==> config.mk <==
export PLATFORM = sky130hd
export DESIGN_NAME = nubus_sequencer
export DESIGN_NICKNAME = d
export VERILOG_FILES = /design/src/pkg/nubus_seq_pkg.sv /design/src/design/sync_two_ff.sv /design/src/design/nubus_sequencer.sv
export SDC_FILE = /design/constraint.sdc
export NUM_CORES = 1
export LEC_CHECK = 0
export BUFFER_PORTS_ARGS = -buffer_cell sky130_fd_sc_hd__buf_2
export CORE_UTILIZATION = 26
export CTS_CLUSTER_SIZE = 28
export DETAILED_ROUTE_END_ITERATION = 16
export PLACE_DENSITY = 0.54
export SLEW_MARGIN = 5
export SYNTH_ARGS = -nofsm -noshare
export SYNTH_HDL_FRONTEND = slang
export SYNTH_SLANG_ARGS = --single-unit
==> constraint.sdc <==
create_clock -name CLK_I -period 5.3 [get_ports CLK_I]
set_input_delay 0.795 -clock CLK_I [delete_from_list [all_inputs] [get_ports CLK_I]]
set_output_delay 0.795 -clock CLK_I [all_outputs]
set_load 0.01 [all_outputs]
==> src/pkg/nubus_seq_pkg.sv <==
// constants, types and decode helpers for the host bus sequencer
package nubus_seq_pkg;

   // system clock and host bus clock
   localparam int CLK_PERIOD_NS    = 10;
   localparam int NB_PERIOD_NS     = 100;          // 10 MHz host bus clock

   // host bus timeout and the guard kept well inside it
   localparam int NB_TIMEOUT_NS    = 25600;
   localparam int ACK_GUARD_NS     = NB_TIMEOUT_NS / 2;
   localparam int ACK_GUARD_CLKS   = ACK_GUARD_NS / NB_PERIOD_NS;
   localparam int WAIT_W           = 8;
   localparam logic [WAIT_W-1:0] WAIT_LIMIT = WAIT_W'(ACK_GUARD_CLKS - 1);
   localparam logic [WAIT_W-1:0] WAIT_ZERO  = 8'h00;

   // longest local bus occupation by one RAM host access
   localparam int LOCAL_HOLD_NS    = 500;
   localparam int LOCAL_HOLD_CLKS  = LOCAL_HOLD_NS / NB_PERIOD_NS;

   // address field layout
   localparam int AD_W             = 32;
   localparam int SLOT_HI          = 31;
   localparam int SLOT_LO          = 24;
   localparam int DEV_HI           = 19;
   localparam int DEV_LO           = 18;
   localparam int WORD_HI          = 15;
   localparam int RAM_WORD_HI      = 14;
   localparam int WORD_LO          = 2;
   localparam int LOCAL_W          = WORD_HI - WORD_LO + 1;
   localparam int REG_SEL_W        = 4;
   localparam logic [3:0] SLOT_SPACE = 4'hF;

   // device select codes on the two device bits
   localparam logic [1:0] DEV_CODE_CTRL = 2'h0;
   localparam logic [1:0] DEV_CODE_ROM  = 2'h1;
   localparam logic [1:0] DEV_CODE_RAM  = 2'h2;

   // transfer mode: bit 1 low on the wire asks for a write
   localparam int TM_WRITE_BIT     = 1;

   // status levels driven on the transfer mode wires
   localparam logic [1:0] TM_COMPLETE  = 2'h3;
   localparam logic [1:0] TM_BUS_ERROR = 2'h2;

   // synchroniser bundle width
   localparam int SYNC_W           = 1 + 1 + 2 + 4 + AD_W + 1 + 1;

   typedef enum logic [2:0] {S0, S1, S2, S3, S4, S5, S6} seq_state_t;
   typedef enum logic [1:0] {DEV_CTRL, DEV_ROM, DEV_RAM, DEV_NONE} dev_t;

   // device selected by a latched address
   function automatic dev_t dev_of(input logic [AD_W-1:0] addr);
      unique case (addr[DEV_HI:DEV_LO])
         DEV_CODE_CTRL: dev_of = DEV_CTRL;
         DEV_CODE_ROM:  dev_of = DEV_ROM;
         DEV_CODE_RAM:  dev_of = DEV_RAM;
         default:       dev_of = DEV_NONE;
      endcase
   endfunction

   // write request from wire levels of the transfer mode lines
   function automatic logic is_write(input logic [1:0] tm);
      is_write = ~tm[TM_WRITE_BIT];
   endfunction

endpackage

==> src/design/sync_two_ff.sv <==
// two flip-flop synchroniser for a bundle of asynchronous inputs
`timescale 1ns/1ns
module sync_two_ff #(
   parameter int W = 1
) (
   // clock and reset
   input  wire logic         clk_i,
   input  wire logic         rst_i,
   // asynchronous in, synchronised out
   input  wire logic [W-1:0] d_i,
   output logic      [W-1:0] q_o
);

   logic [W-1:0] meta_reg;
   logic [W-1:0] sync_reg;

   // first stage feeds only the second stage
   always_ff @(posedge clk_i) begin
      if (rst_i) begin
         meta_reg <= '0;
         sync_reg <= '0;
      end else begin
         meta_reg <= d_i;
         sync_reg <= meta_reg;
      end
   end

   assign q_o = sync_reg;

endmodule

==> src/design/nubus_sequencer.sv <==
// host bus slave sequencer and local bus arbiter for the network card
//
// Notes on behaviour
// - synchronous machine on the host bus clock; S0 idle, S1-S5 host, S6 controller
// - requests accepted only in S0; running cycles finish back in S0 first
// - controller request beats a host request when both wait in S0
// - buffer RAM access walks S0, S1, S2, S3, S4, S0
// - bus error when no device is selected or ROM is written
// - bus error goes S1 to S5; S5 drops strobe, acknowledges with error, idles
// - address latch open while idle unless a foreign-slot start shut it, captures and shuts at the falling clock edge that sees start
// - host address drives local bus unless controller owns or requests it idle
// - upper eight address bits compared with backplane slot identity
// - start sets cycle valid; S0 to S1 needs it, slot match, no request
// - data strobe qualifier in S1, S3, S4 gates every chip select and enable outside S2
// - in S2 the strobe drops; upper qualifier gates RAM and buffer enables
// - ROM read enables ROM and outbound buffer, then S4 acknowledge complete
// - register access asserts controller select; local address carries address bits 15-2
// - register access waits in S1 for synchronised controller acknowledge
// - register write drives write data and strobe, strobe drops at S4 fall
// - register read enables the outbound data buffer
// - every host access acknowledged well within the host bus timeout
// - no RAM or ROM access holds the local bus beyond five host clocks; register access up to the wait limit
// - only two status codes: complete both high, error line 0 low
// - address bits 19-18 select device; 23-20 and 1-0 ignored
// - RAM word split in two halves, low local bit clear then set
// - idle with controller request enters S6, stays until request drops
`timescale 1ns/1ns
module nubus_sequencer
   import nubus_seq_pkg::*;
(
   // system clock and reset
   input  wire logic               CLK_I,
   input  wire logic               RST_I,
   // host bus pins, all asynchronous to CLK_I
   input  wire logic               NB_CLK_I,
   input  wire logic               NB_START_N_I,
   input  wire logic [AD_W-1:0]    NB_AD_I,
   input  wire logic [1:0]         NB_TM_I,
   input  wire logic [3:0]         SLOT_ID_I,
   // host bus open-drain answer
   output logic                    ACK_N_O,
   output logic                    ACK_OE_N_O,
   output logic [1:0]              TM_O,
   output logic                    TM_OE_N_O,
   // controller handshake, asynchronous to CLK_I
   input  wire logic               CTRL_BUS_REQUEST_I,
   input  wire logic               CTRL_ACCESS_ACK_N_I,
   output logic                    BUS_GRANT_O,
   output logic                    CTRL_ADDR_OUT_EN_O,
   // local bus address side
   output logic                    HOST_ADDR_LATCH_CLK_O,
   output logic                    HOST_ADDR_OUT_EN_O,
   output logic [LOCAL_W-1:0]      LOCAL_ADDR_O,
   output logic                    SLOT_MATCH_O,
   // local bus selects and data enables
   output logic                    DATA_STROBE_QUAL_O,
   output logic                    UPPER_QUAL_O,
   output logic                    CTRL_CHIP_SEL_O,
   output logic                    ROM_CHIP_SEL_O,
   output logic                    BUF_RAM_OUT_EN_O,
   output logic                    HOST_TO_LOCAL_DATA_EN_O,
   output logic                    HOST_TO_LOCAL_UPPER_EN_O,
   output logic                    LOCAL_TO_HOST_DATA_EN_O,
   // write strobes
   output logic                    CTRL_WRITE_STROBE_O,
   output logic                    RAM_WRITE_UPPER_O,
   output logic                    RAM_WRITE_LOWER_O
);

   // synchronised pins
   logic [SYNC_W-1:0] sync_q;
   logic              nb_clk_s;
   logic              start_n_s;
   logic [1:0]        tm_s;
   logic [3:0]        slot_s;
   logic [AD_W-1:0]   ad_s;
   logic              ctrl_bus_request_s;
   logic              cack_n_s;

   sync_two_ff #(.W(SYNC_W)) u_sync (
      .clk_i (CLK_I),
      .rst_i (RST_I),
      .d_i   ({NB_CLK_I, NB_START_N_I, NB_TM_I, SLOT_ID_I, NB_AD_I,
               CTRL_BUS_REQUEST_I, CTRL_ACCESS_ACK_N_I}),
      .q_o   (sync_q)
   );

   assign {nb_clk_s, start_n_s, tm_s, slot_s, ad_s, ctrl_bus_request_s, cack_n_s} = sync_q;

   // host clock edges become one-cycle enables
   logic nb_prev_reg;
   logic nb_rise;
   logic nb_fall;

   always_ff @(posedge CLK_I) begin
      if (RST_I) begin
         nb_prev_reg <= 1'b0;
      end else begin
         nb_prev_reg <= nb_clk_s;
      end
   end

   assign nb_rise = nb_clk_s & ~nb_prev_reg;
   assign nb_fall = ~nb_clk_s & nb_prev_reg;

   // sequencer state group
   seq_state_t        state_reg,   state_next;
   logic [AD_W-1:0]   addr_reg,    addr_next;
   logic [1:0]        tm_reg,      tm_next;
   logic              open_reg,    open_next;
   logic              cve_reg,     cve_next;
   logic              fell_reg,    fell_next;
   logic [WAIT_W-1:0] wait_reg,    wait_next;
   logic              ack_seen;
   logic              match;
   dev_t              dev;
   logic              wr;
   logic              berr;

   assign match    = (addr_reg[SLOT_HI:SLOT_LO] == {SLOT_SPACE, slot_s});
   assign dev      = dev_of(addr_reg);
   assign wr       = is_write(tm_reg);
   assign berr     = (dev == DEV_NONE) | ((dev == DEV_ROM) & wr);
   assign ack_seen = (state_reg == S4) | (state_reg == S5);

   // next state, latch and cycle valid; all moves except an open latch following the pins happen on host clock edges
   always_comb begin
      state_next = state_reg;
      addr_next  = addr_reg;
      tm_next    = tm_reg;
      open_next  = open_reg;
      cve_next   = cve_reg;
      fell_next  = fell_reg;
      wait_next  = wait_reg;
      // transparent while open; a start at a falling edge always captures,
      // even when a foreign-slot start left the latch shut
      if (open_reg || (nb_fall && !start_n_s)) begin
         addr_next = ad_s;
         tm_next   = tm_s;
      end
      // latch stays shut while a cycle is pending, so released host lines
      // cannot replace the address being decoded
      if (nb_fall) begin
         fell_next = 1'b1;
         if (!start_n_s) begin
            open_next = 1'b0;
            cve_next  = 1'b1;
         end else if (!cve_reg) begin
            open_next = 1'b1;
         end
      end
      // acknowledge ends the cycle, so a stray address cannot start another
      if (nb_rise && ack_seen) begin
         cve_next  = 1'b0;
         open_next = 1'b1;
      end
      if (nb_rise) begin
         fell_next = 1'b0;
         unique case (state_reg)
            S0: begin
               wait_next = WAIT_ZERO;
               if (ctrl_bus_request_s) begin
                  state_next = S6;
               end else if (cve_reg && match) begin
                  state_next = S1;
               end
            end
            S1: begin
               wait_next = wait_reg + 8'h01;
               if (berr) begin
                  state_next = S5;
               end else if (dev == DEV_RAM) begin
                  state_next = S2;
               end else if (dev == DEV_ROM) begin
                  state_next = S4;
               end else if (!cack_n_s) begin
                  state_next = S4;
               end else if (wait_reg == WAIT_LIMIT) begin
                  state_next = S5;
               end
            end
            S2: state_next = S3;
            S3: state_next = S4;
            S4: state_next = S0;
            S5: state_next = S0;
            S6: begin
               if (!ctrl_bus_request_s) begin
                  state_next = S0;
               end
            end
         endcase
      end
   end

   always_ff @(posedge CLK_I) begin
      if (RST_I) begin
         state_reg <= S0;
         addr_reg  <= '0;
         tm_reg    <= 2'h0;
         open_reg  <= 1'b1;
         cve_reg   <= 1'b0;
         fell_reg  <= 1'b0;
         wait_reg  <= WAIT_ZERO;
      end else begin
         state_reg <= state_next;
         addr_reg  <= addr_next;
         tm_reg    <= tm_next;
         open_reg  <= open_next;
         cve_reg   <= cve_next;
         fell_reg  <= fell_next;
         wait_reg  <= wait_next;
      end
   end

   // output group, computed from the next state so pins follow it in step
   logic              ack_next;
   logic              err_next;
   logic              dsq_next;
   logic              top_next;
   logic              grant_next;
   logic              ctrl_ad_next;
   logic              haoe_next;
   logic [LOCAL_W-1:0] laddr_next;
   logic              ccs_next;
   logic              rcs_next;
   logic              buf_ram_out_en_next;
   logic              h2l_next;
   logic              h2lu_next;
   logic              l2h_next;
   logic              cwr_next;
   logic              rwu_next;
   logic              rwl_next;
   logic              match_next;

   always_comb begin
      logic gate;
      logic lower_half;
      logic in_s4_low;
      gate         = 1'b0;
      lower_half   = (state_next == S3) | (state_next == S4);
      in_s4_low    = (state_next == S4) & fell_next;
      ack_next     = (state_next == S4) | (state_next == S5);
      err_next     = (state_next == S5);
      // S2 stands apart only because the strobe drops; upper qualifier covers it
      dsq_next     = (state_next == S1) | (state_next == S3) | (state_next == S4);
      top_next     = (state_next == S2) & (dev == DEV_RAM);
      gate         = dsq_next | top_next;
      grant_next   = (state_next == S6);
      ctrl_ad_next = grant_next & ctrl_bus_request_s;
      haoe_next    = ~(grant_next | ((state_next == S0) & ctrl_bus_request_s));
      match_next   = match;
      if (dev == DEV_RAM) begin
         laddr_next = {addr_next[RAM_WORD_HI:WORD_LO], lower_half};
      end else begin
         laddr_next = addr_next[WORD_HI:WORD_LO];
      end
      ccs_next     = dsq_next & (dev == DEV_CTRL);
      rcs_next     = dsq_next & (dev == DEV_ROM) & ~wr;
      buf_ram_out_en_next   = gate & (dev == DEV_RAM) & ~wr;
      h2lu_next    = wr & ((gate & (dev == DEV_RAM) & ~lower_half)
                     | (dsq_next & (dev == DEV_CTRL)));
      h2l_next     = wr & dsq_next & (dev == DEV_RAM) & lower_half;
      l2h_next     = ~wr & gate & (dev != DEV_NONE);
      // strobes drop on the falling edge of the half's last state for hold time
      cwr_next     = wr & (dev == DEV_CTRL)
                     & ((state_next == S1) | ((state_next == S4) & ~in_s4_low));
      rwu_next     = wr & (dev == DEV_RAM)
                     & ((state_next == S1) | ((state_next == S2) & ~fell_next));
      rwl_next     = wr & (dev == DEV_RAM)
                     & ((state_next == S3) | ((state_next == S4) & ~in_s4_low));
      if (state_next == S5) begin
         ccs_next = 1'b0;
         rcs_next = 1'b0;
         l2h_next = 1'b0;
      end
   end

   // output registers; reset leaves the status lines released
   always_ff @(posedge CLK_I) begin
      if (RST_I) begin
         ACK_N_O                  <= 1'b1;
         ACK_OE_N_O               <= 1'b1;
         TM_O                     <= TM_COMPLETE;
         TM_OE_N_O                <= 1'b1;
         BUS_GRANT_O              <= 1'b0;
         CTRL_ADDR_OUT_EN_O       <= 1'b0;
         HOST_ADDR_LATCH_CLK_O    <= 1'b1;
         HOST_ADDR_OUT_EN_O       <= 1'b1;
         LOCAL_ADDR_O             <= '0;
         SLOT_MATCH_O             <= 1'b0;
         DATA_STROBE_QUAL_O       <= 1'b0;
         UPPER_QUAL_O             <= 1'b0;
         CTRL_CHIP_SEL_O          <= 1'b0;
         ROM_CHIP_SEL_O           <= 1'b0;
         BUF_RAM_OUT_EN_O         <= 1'b0;
         HOST_TO_LOCAL_DATA_EN_O  <= 1'b0;
         HOST_TO_LOCAL_UPPER_EN_O <= 1'b0;
         LOCAL_TO_HOST_DATA_EN_O  <= 1'b0;
         CTRL_WRITE_STROBE_O      <= 1'b0;
         RAM_WRITE_UPPER_O        <= 1'b0;
         RAM_WRITE_LOWER_O        <= 1'b0;
      end else begin
         ACK_N_O                  <= ~ack_next;
         ACK_OE_N_O               <= ~ack_next;
         TM_O                     <= err_next ? TM_BUS_ERROR : TM_COMPLETE;
         TM_OE_N_O                <= ~ack_next;
         BUS_GRANT_O              <= grant_next;
         CTRL_ADDR_OUT_EN_O       <= ctrl_ad_next;
         HOST_ADDR_LATCH_CLK_O    <= open_next;
         HOST_ADDR_OUT_EN_O       <= haoe_next;
         LOCAL_ADDR_O             <= laddr_next;
         SLOT_MATCH_O             <= match_next;
         DATA_STROBE_QUAL_O       <= dsq_next;
         UPPER_QUAL_O             <= top_next;
         CTRL_CHIP_SEL_O          <= ccs_next;
         ROM_CHIP_SEL_O           <= rcs_next;
         BUF_RAM_OUT_EN_O         <= buf_ram_out_en_next;
         HOST_TO_LOCAL_DATA_EN_O  <= h2l_next;
         HOST_TO_LOCAL_UPPER_EN_O <= h2lu_next;
         LOCAL_TO_HOST_DATA_EN_O  <= l2h_next;
         CTRL_WRITE_STROBE_O      <= cwr_next;
         RAM_WRITE_UPPER_O        <= rwu_next;
         RAM_WRITE_LOWER_O        <= rwl_next;
      end
   end

   // the RAM path is fixed at five host clocks, S1 to S4 plus entry; this bounds
   // how long the controller waits behind RAM and ROM accesses, not behind register access

endmodule

# After elaboration in Yosys (flattened, before gate mapping)
# Cells that the tools add are included.
# totals
regBits	165
latch_bits	0
mem_bits_rw	0
romBits	0
in_bits	44
output_inout_bits	35
wordCells	133
mem_count	0
# op_classes
n_addsub	1
mul	0
n_div	0
magnitude_cmp	0
eq_ne	21
shift	0
n_mux	19
bitwise_logic	47
reduce_logical	16
# ops
op	n
2-to-1 mux 3 bit	9
AND 1 bit	26
equality test 3 bit, second input constant	6
one-hot mux 3 bit (6 select lines)	1
2-to-1 mux 16 bit	1
one-hot mux 8 bit (2 select lines)	1
2-to-1 mux 14 bit	1
equality test 3 x 2 -> 1 bit, second input constant	4
OR 1 bit	12
NOT 1 bit	9
adder 8 x 1 -> 8 bit, second input constant	1
equality test 8 x 7 -> 1 bit, second input constant	1
equality test 8 bit	1
equality test 2 bit, second input constant	3
equality test 3 x 1 -> 1 bit, second input constant	2
zero test 3 bit	2
one-hot mux 2 bit (3 select lines)	1
AND reduction 2 bit	3
OR reduction 2 bit	3
2-to-1 mux 1 bit	5
equality test 2 x 1 -> 1 bit, second input constant	2
zero test 2 bit	2
inequality test 2 bit, second input constant	2
logical AND 1 bit	3
3 further kinds	3

# Depth between registers and ports, before layout
# depth
depth_word	16
ltp_mapped	9
mapped_depth_nobuf	8

# Hierarchy
# From an unflattened synthesis, not the netlist that was laid out.
# unflattened
cells_unflattened	510
area_unflattened_um2	5392.7
# modules_own_cells
mod	instances	cells_each	area_each_um2	seq_area_each_um2
nubus_sequencer	1	333	3100.5	1421.4
sync_two_ff	1	177	2292.2	1681.6

# Worst setup path after synthesis
# Ideal clock, no wire load.
# synth_timing
kind	register to register
from	register state_reg[1]
to	register HOST_TO_LOCAL_UPPER_EN_O
setup_ns	0.122
t_arrival_ns	1.910
t_required_ns	5.178
slack_ns	3.268
stages_incl_launch_ff	9
n_path_buf	1
period_less_slack_ns	2.032
cell_sequence	dfxtp_1 > buf_6 > or3b_1 > a22o_1 > or3_1 > o311ai_2 > and2b_1 > a32oi_1 > o21ai_1
# synth_between
elab_chain_len	15
word_cells_on_any_way	33
classes_between	eq/ne: 10; mux: 10; bitwise: 11; reduce/logical: 2
# synth_rtl
element	line_no	source
start, declared	nubus_sequencer.sv:107	seq_state_t state_reg, state_next;
start signal, assigned	nubus_sequencer.sv:205	state_reg <= state_next;
2-to-1 mux 3 bit	nubus_sequencer.sv:178	end else if (wait_reg == WAIT_LIMIT) begin
2-to-1 mux 3 bit	nubus_sequencer.sv:176	end else if (!cack_n_s) begin
2-to-1 mux 3 bit	nubus_sequencer.sv:174	end else if (dev == DEV_ROM) begin
2-to-1 mux 3 bit	nubus_sequencer.sv:172	end else if (dev == DEV_RAM) begin
2-to-1 mux 3 bit	nubus_sequencer.sv:170	if (berr) begin
one-hot mux 3 bit (6 select lines)	nubus_sequencer.sv:159	unique case (state_reg)
2-to-1 mux 3 bit (*)	nubus_sequencer.sv:157	if (nb_rise) begin
equality test 3 x 1 -> 1 bit / equality test 3 x 2 -> 1 bit (equally long branches)	nubus_sequencer.sv:245, nubus_sequencer.sv:240	
OR 1 bit (2 in series)	nubus_sequencer.sv:245	dsq_next = (state_next == S1) | (state_next == S3) | (state_next == S4);
OR 1 bit	nubus_sequencer.sv:247	gate = dsq_next | top_next;
AND 1 bit (2 in series)	nubus_sequencer.sv:260	h2lu_next = wr & ((gate & (dev == DEV_RAM) & ~lower_half)
OR 1 bit (*)	nubus_sequencer.sv:261	| (dsq_next & (dev == DEV_CTRL)));
AND 1 bit (*)	nubus_sequencer.sv:260	
end signal, assigned	nubus_sequencer.sv:319	HOST_TO_LOCAL_UPPER_EN_O <= h2lu_next;
end, declared	nubus_sequencer.sv:62	output logic HOST_TO_LOCAL_UPPER_EN_O,
# Mark *: on every way between the ends. The rest lies on a longest branch, timed or not.
# A chain may end at the register's enable or synchronous reset.

# Worst setup path after layout
# layout_timing
from	register addr_reg[19]
to	register LOCAL_TO_HOST_DATA_EN_O
# layout_between
elab_chain_len	14
word_cells_on_any_way	27
classes_between	eq/ne: 11; mux: 6; bitwise: 8; reduce/logical: 2
# layout_rtl
element	line_no	source
start, declared	nubus_sequencer.sv:108	logic [AD_W-1:0] addr_reg, addr_next;
start signal, assigned	nubus_sequencer.sv:206	addr_reg <= addr_next;
equality test 2 bit, or another cell as far along	nubus_seq_pkg.sv:53	unique case (addr[DEV_HI:DEV_LO])
one-hot mux 2 bit (3 select lines) (*)	nubus_seq_pkg.sv:53	
equality test 2 x 1 -> 1 bit	nubus_sequencer.sv:123, nubus_sequencer.sv:174	
2-to-1 mux 3 bit / AND 1 bit (equally long branches)	nubus_sequencer.sv:174, nubus_sequencer.sv:123	
2-to-1 mux 3 bit / OR 1 bit (equally long branches)	nubus_sequencer.sv:172, nubus_sequencer.sv:123	
2-to-1 mux 3 bit	nubus_sequencer.sv:170	
one-hot mux 3 bit (6 select lines)	nubus_sequencer.sv:159	
2-to-1 mux 3 bit	nubus_sequencer.sv:157	
equality test 3 x 1 -> 1 bit / equality test 3 x 2 -> 1 bit (equally long branches)	nubus_sequencer.sv:245	
OR 1 bit (2 in series)	nubus_sequencer.sv:245	
OR 1 bit	nubus_sequencer.sv:247	
AND 1 bit (2 in series)	nubus_sequencer.sv:263	l2h_next = ~wr & gate & (dev != DEV_NONE);
end signal, assigned	nubus_sequencer.sv:320	LOCAL_TO_HOST_DATA_EN_O <= l2h_next;
end, declared	nubus_sequencer.sv:63	output logic LOCAL_TO_HOST_DATA_EN_O,
# Marks and branches as above.

==> metrics <==
Flop pwr share=0.448; final worst-path cycle share=0.4911; final hold violation count=0; initial antenna violation count=0; switch share=0.2198; Post-Syn Nets=505; pin count of the biggest net entering global routing=93; root buffer cell=clkbuf_16; CTS tree=done; die height=136.5 µm; CTS Hold Bufs=0; post-CTS setup buffers=0; Post-DP Area=0.005177 mm²; max-slew violations=0; Critical Path Slowest Stage Cell=o311ai_2; PD cells=417.8 mW/mm²; Ys Warns=0; clock power share=0.494; drt pass-1 iters=4; Routed WL=8.638 mm; Seq/Total Area, Yosys=0.5833; post_cts resized=0; P&R area growth vs syn=23.15%; critical path type=register to register; number of global-route vias before repair=2,925; Async S/R FF share, synth=0; ranking of synthesized cells by area=dfxtp_1 (58%), nor2b_1 (9.8%), nor2_1 (3.3%), nand2_1 (3.2%), mux2i_1 (3.0%); Die X=136.5 µm; 1st-iter DRT viols=111; most common library cells after synthesis=dfxtp_1 (137), nor2b_1 (74), nor2_1 (41); initial core utilization=0.2690; most frequent cell after synthesis=dfxtp_1; largest stage delay on the critical path=0.74 ns; first-pass GRT wire length=14.12 mm; port buffer count=68; Hold Path Class=register to register; per-cell routed wire length=11.38 µm; Detail Placement HPWL=5.805 mm; CP required=5.57 ns; share of layout cells above drive strength 1=0.2228; post-route ant nets=0; Ant. Diodes=0; endpoints failing setup=0; CP Buf/Inv Count=0; Pwr Total=2419 µW; fin area=0.005791 mm²; clock slew at reported path FFs=0.06 ns; grt ovf=0; Startpoint Class=register; Vias/cell=4.177; Sink Count=137; maxcap violations=0; Top FF cell, synth=dfxtp_1; combinational share of power=0.057; number of remaining DRC errors=0; Mapped Area=0.004702 mm²; Syn Inst Count=460; Post-synth EDFFs=0; status=complete, no violations; GPL Wtd Cong=0.7925; Worst Tran Pin Value=0.9844 ns; critical path arrival=2.87 ns; Worst Skew=0.006393 ns; Max Buffers Root-to-Sink=2; RSZ-0062 raised after global routing=false; endpoint class of the critical path=register; Skew-Pair Late Insertion Delay=0.41 ns; Synth Area per Inst=10.22 µm²; FMAX=384.2 MHz; biggest area consumer among synthesized cells=dfxtp_1; CTS buffer count=17; I/O Pins=79; Final nets=566; library cells used by synthesis=62; sequence of cells on the critical path=or3b_1, a22o_1, o311ai_2, nor3b_2, a311oi_1, a211oi_1; total die area=0.01863 mm²; Row Count=48; post-synth top area share=0.5833; all-layer global routing usage=0.09983; relative slew slack=0.3413; vias post-DR=3,170; critical path's top delay family=compound AO/OA/AOI/OAI gates; crit path time final=2.603 ns; Cell Int Power=1888 µW; synthesized flop and latch total=137; core area=0.01748 mm²; Switch Pwr=531.8 µW; maximum vdd drop=0.2242 mV; H-tree levels=4; Lkg Pwr=0.002268 µW; largest fanout on the critical path=12; setup TNS=0 ns
==> layer usage <==
layer	part of all wire	track usage	vias to the layer above
li1	-	-	1636
met1	0.48	0.1252	1446
met2	0.45	0.1495	72
met3	0.053	0.03878	16
met4	0.018	0.04630	0
met5	0	0	-
==> cell families after synthesis <==
| logic type | share of synthesized area |
|---|---|
| multiplexers | 0.03220 |
| XOR/XNOR | 0.01676 |
| flip-flops | 0.5833 |
| AO/OA/AOI/OAI | 0.08702 |
| adder cells (fa/ha/maj) | 0.004789 |
| buffers and inverters | 0.03938 |
| AND/OR/NAND/NOR | 0.2358 |
| other | 0.0007975 |
==> cell usage in the layout (no fill, tap or decap), types with 3 or more instances in the layout <==
cell / instances
bufinv_16: 3
a21oi_1: 22
dfxtp_1: 137
nand2_1: 40
nor2b_1: 74
xnor2_1: 5
clkinvlp_4: 3
buf_4: 3
nor2_1: 40
nor3_1: 5
nand4_1: 3
or3_1: 3
mux2i_1: 14
nand3_1: 4
clkinv_4: 4
clkbuf_16: 17
buf_2: 67
inv_1: 5
xor2_1: 4
a211oi_1: 14
o21ai_0: 5
and2_1: 12
==> power by group through the flow <==
stage	registers, µW	clock network, µW	logic (µW)
2_1_floorplan	1110	0	108
3_3_place_gp	1110	0	136
3_5_place_dp	1110	0	140
4_1_cts	1090	1230	140
5_1_grt	1090	1290	155
6_report	1090	1200	139
==> area by class of cell <==
type | count | area [µm²]
well taps | 225 | 281.5
clock buffers | 19 | 442.9
flip-flops and latches | 137 | 2743
fillers | 1755 | 11690
multi-input cells | 290 | 1777
inverters | 5 | 18.77
clock inverters | 13 | 170.2
repair buffers | 70 | 357.8
==> stage by stage <==
stage / utilization / hold slack [ns] / setup slack [ns] / cells
2_1_floorplan: - / 0.4138 / 3.268 / 460
3_3_place_gp: 0.2962 / 0.4190 / 2.797 / 727
3_5_place_dp: 0.2962 / 0.4257 / 2.743 / 727
4_1_cts: 0.3313 / 0.4391 / 2.729 / 759
5_1_grt: 0.3313 / 0.4524 / 2.532 / 759
6_report: 0.3313 / 0.4335 / 2.697 / 759
==> worst paths after layout <==
path / start / endpoint / slack, ns / cells past startpoint
setup / recovery: addr_reg[19] / LOCAL_TO_HOST_DATA_EN_O / 2.70 / 6
hold / removal: u_sync.meta_reg[10] / u_sync.q_o[10] / 0.43 / 1
setup reg to reg: addr_reg[19] / LOCAL_TO_HOST_DATA_EN_O / 2.70 / 6
hold reg to reg: u_sync.meta_reg[10] / u_sync.q_o[10] / 0.43 / 1
Note: power is estimated with default switching activity, not from simulation.
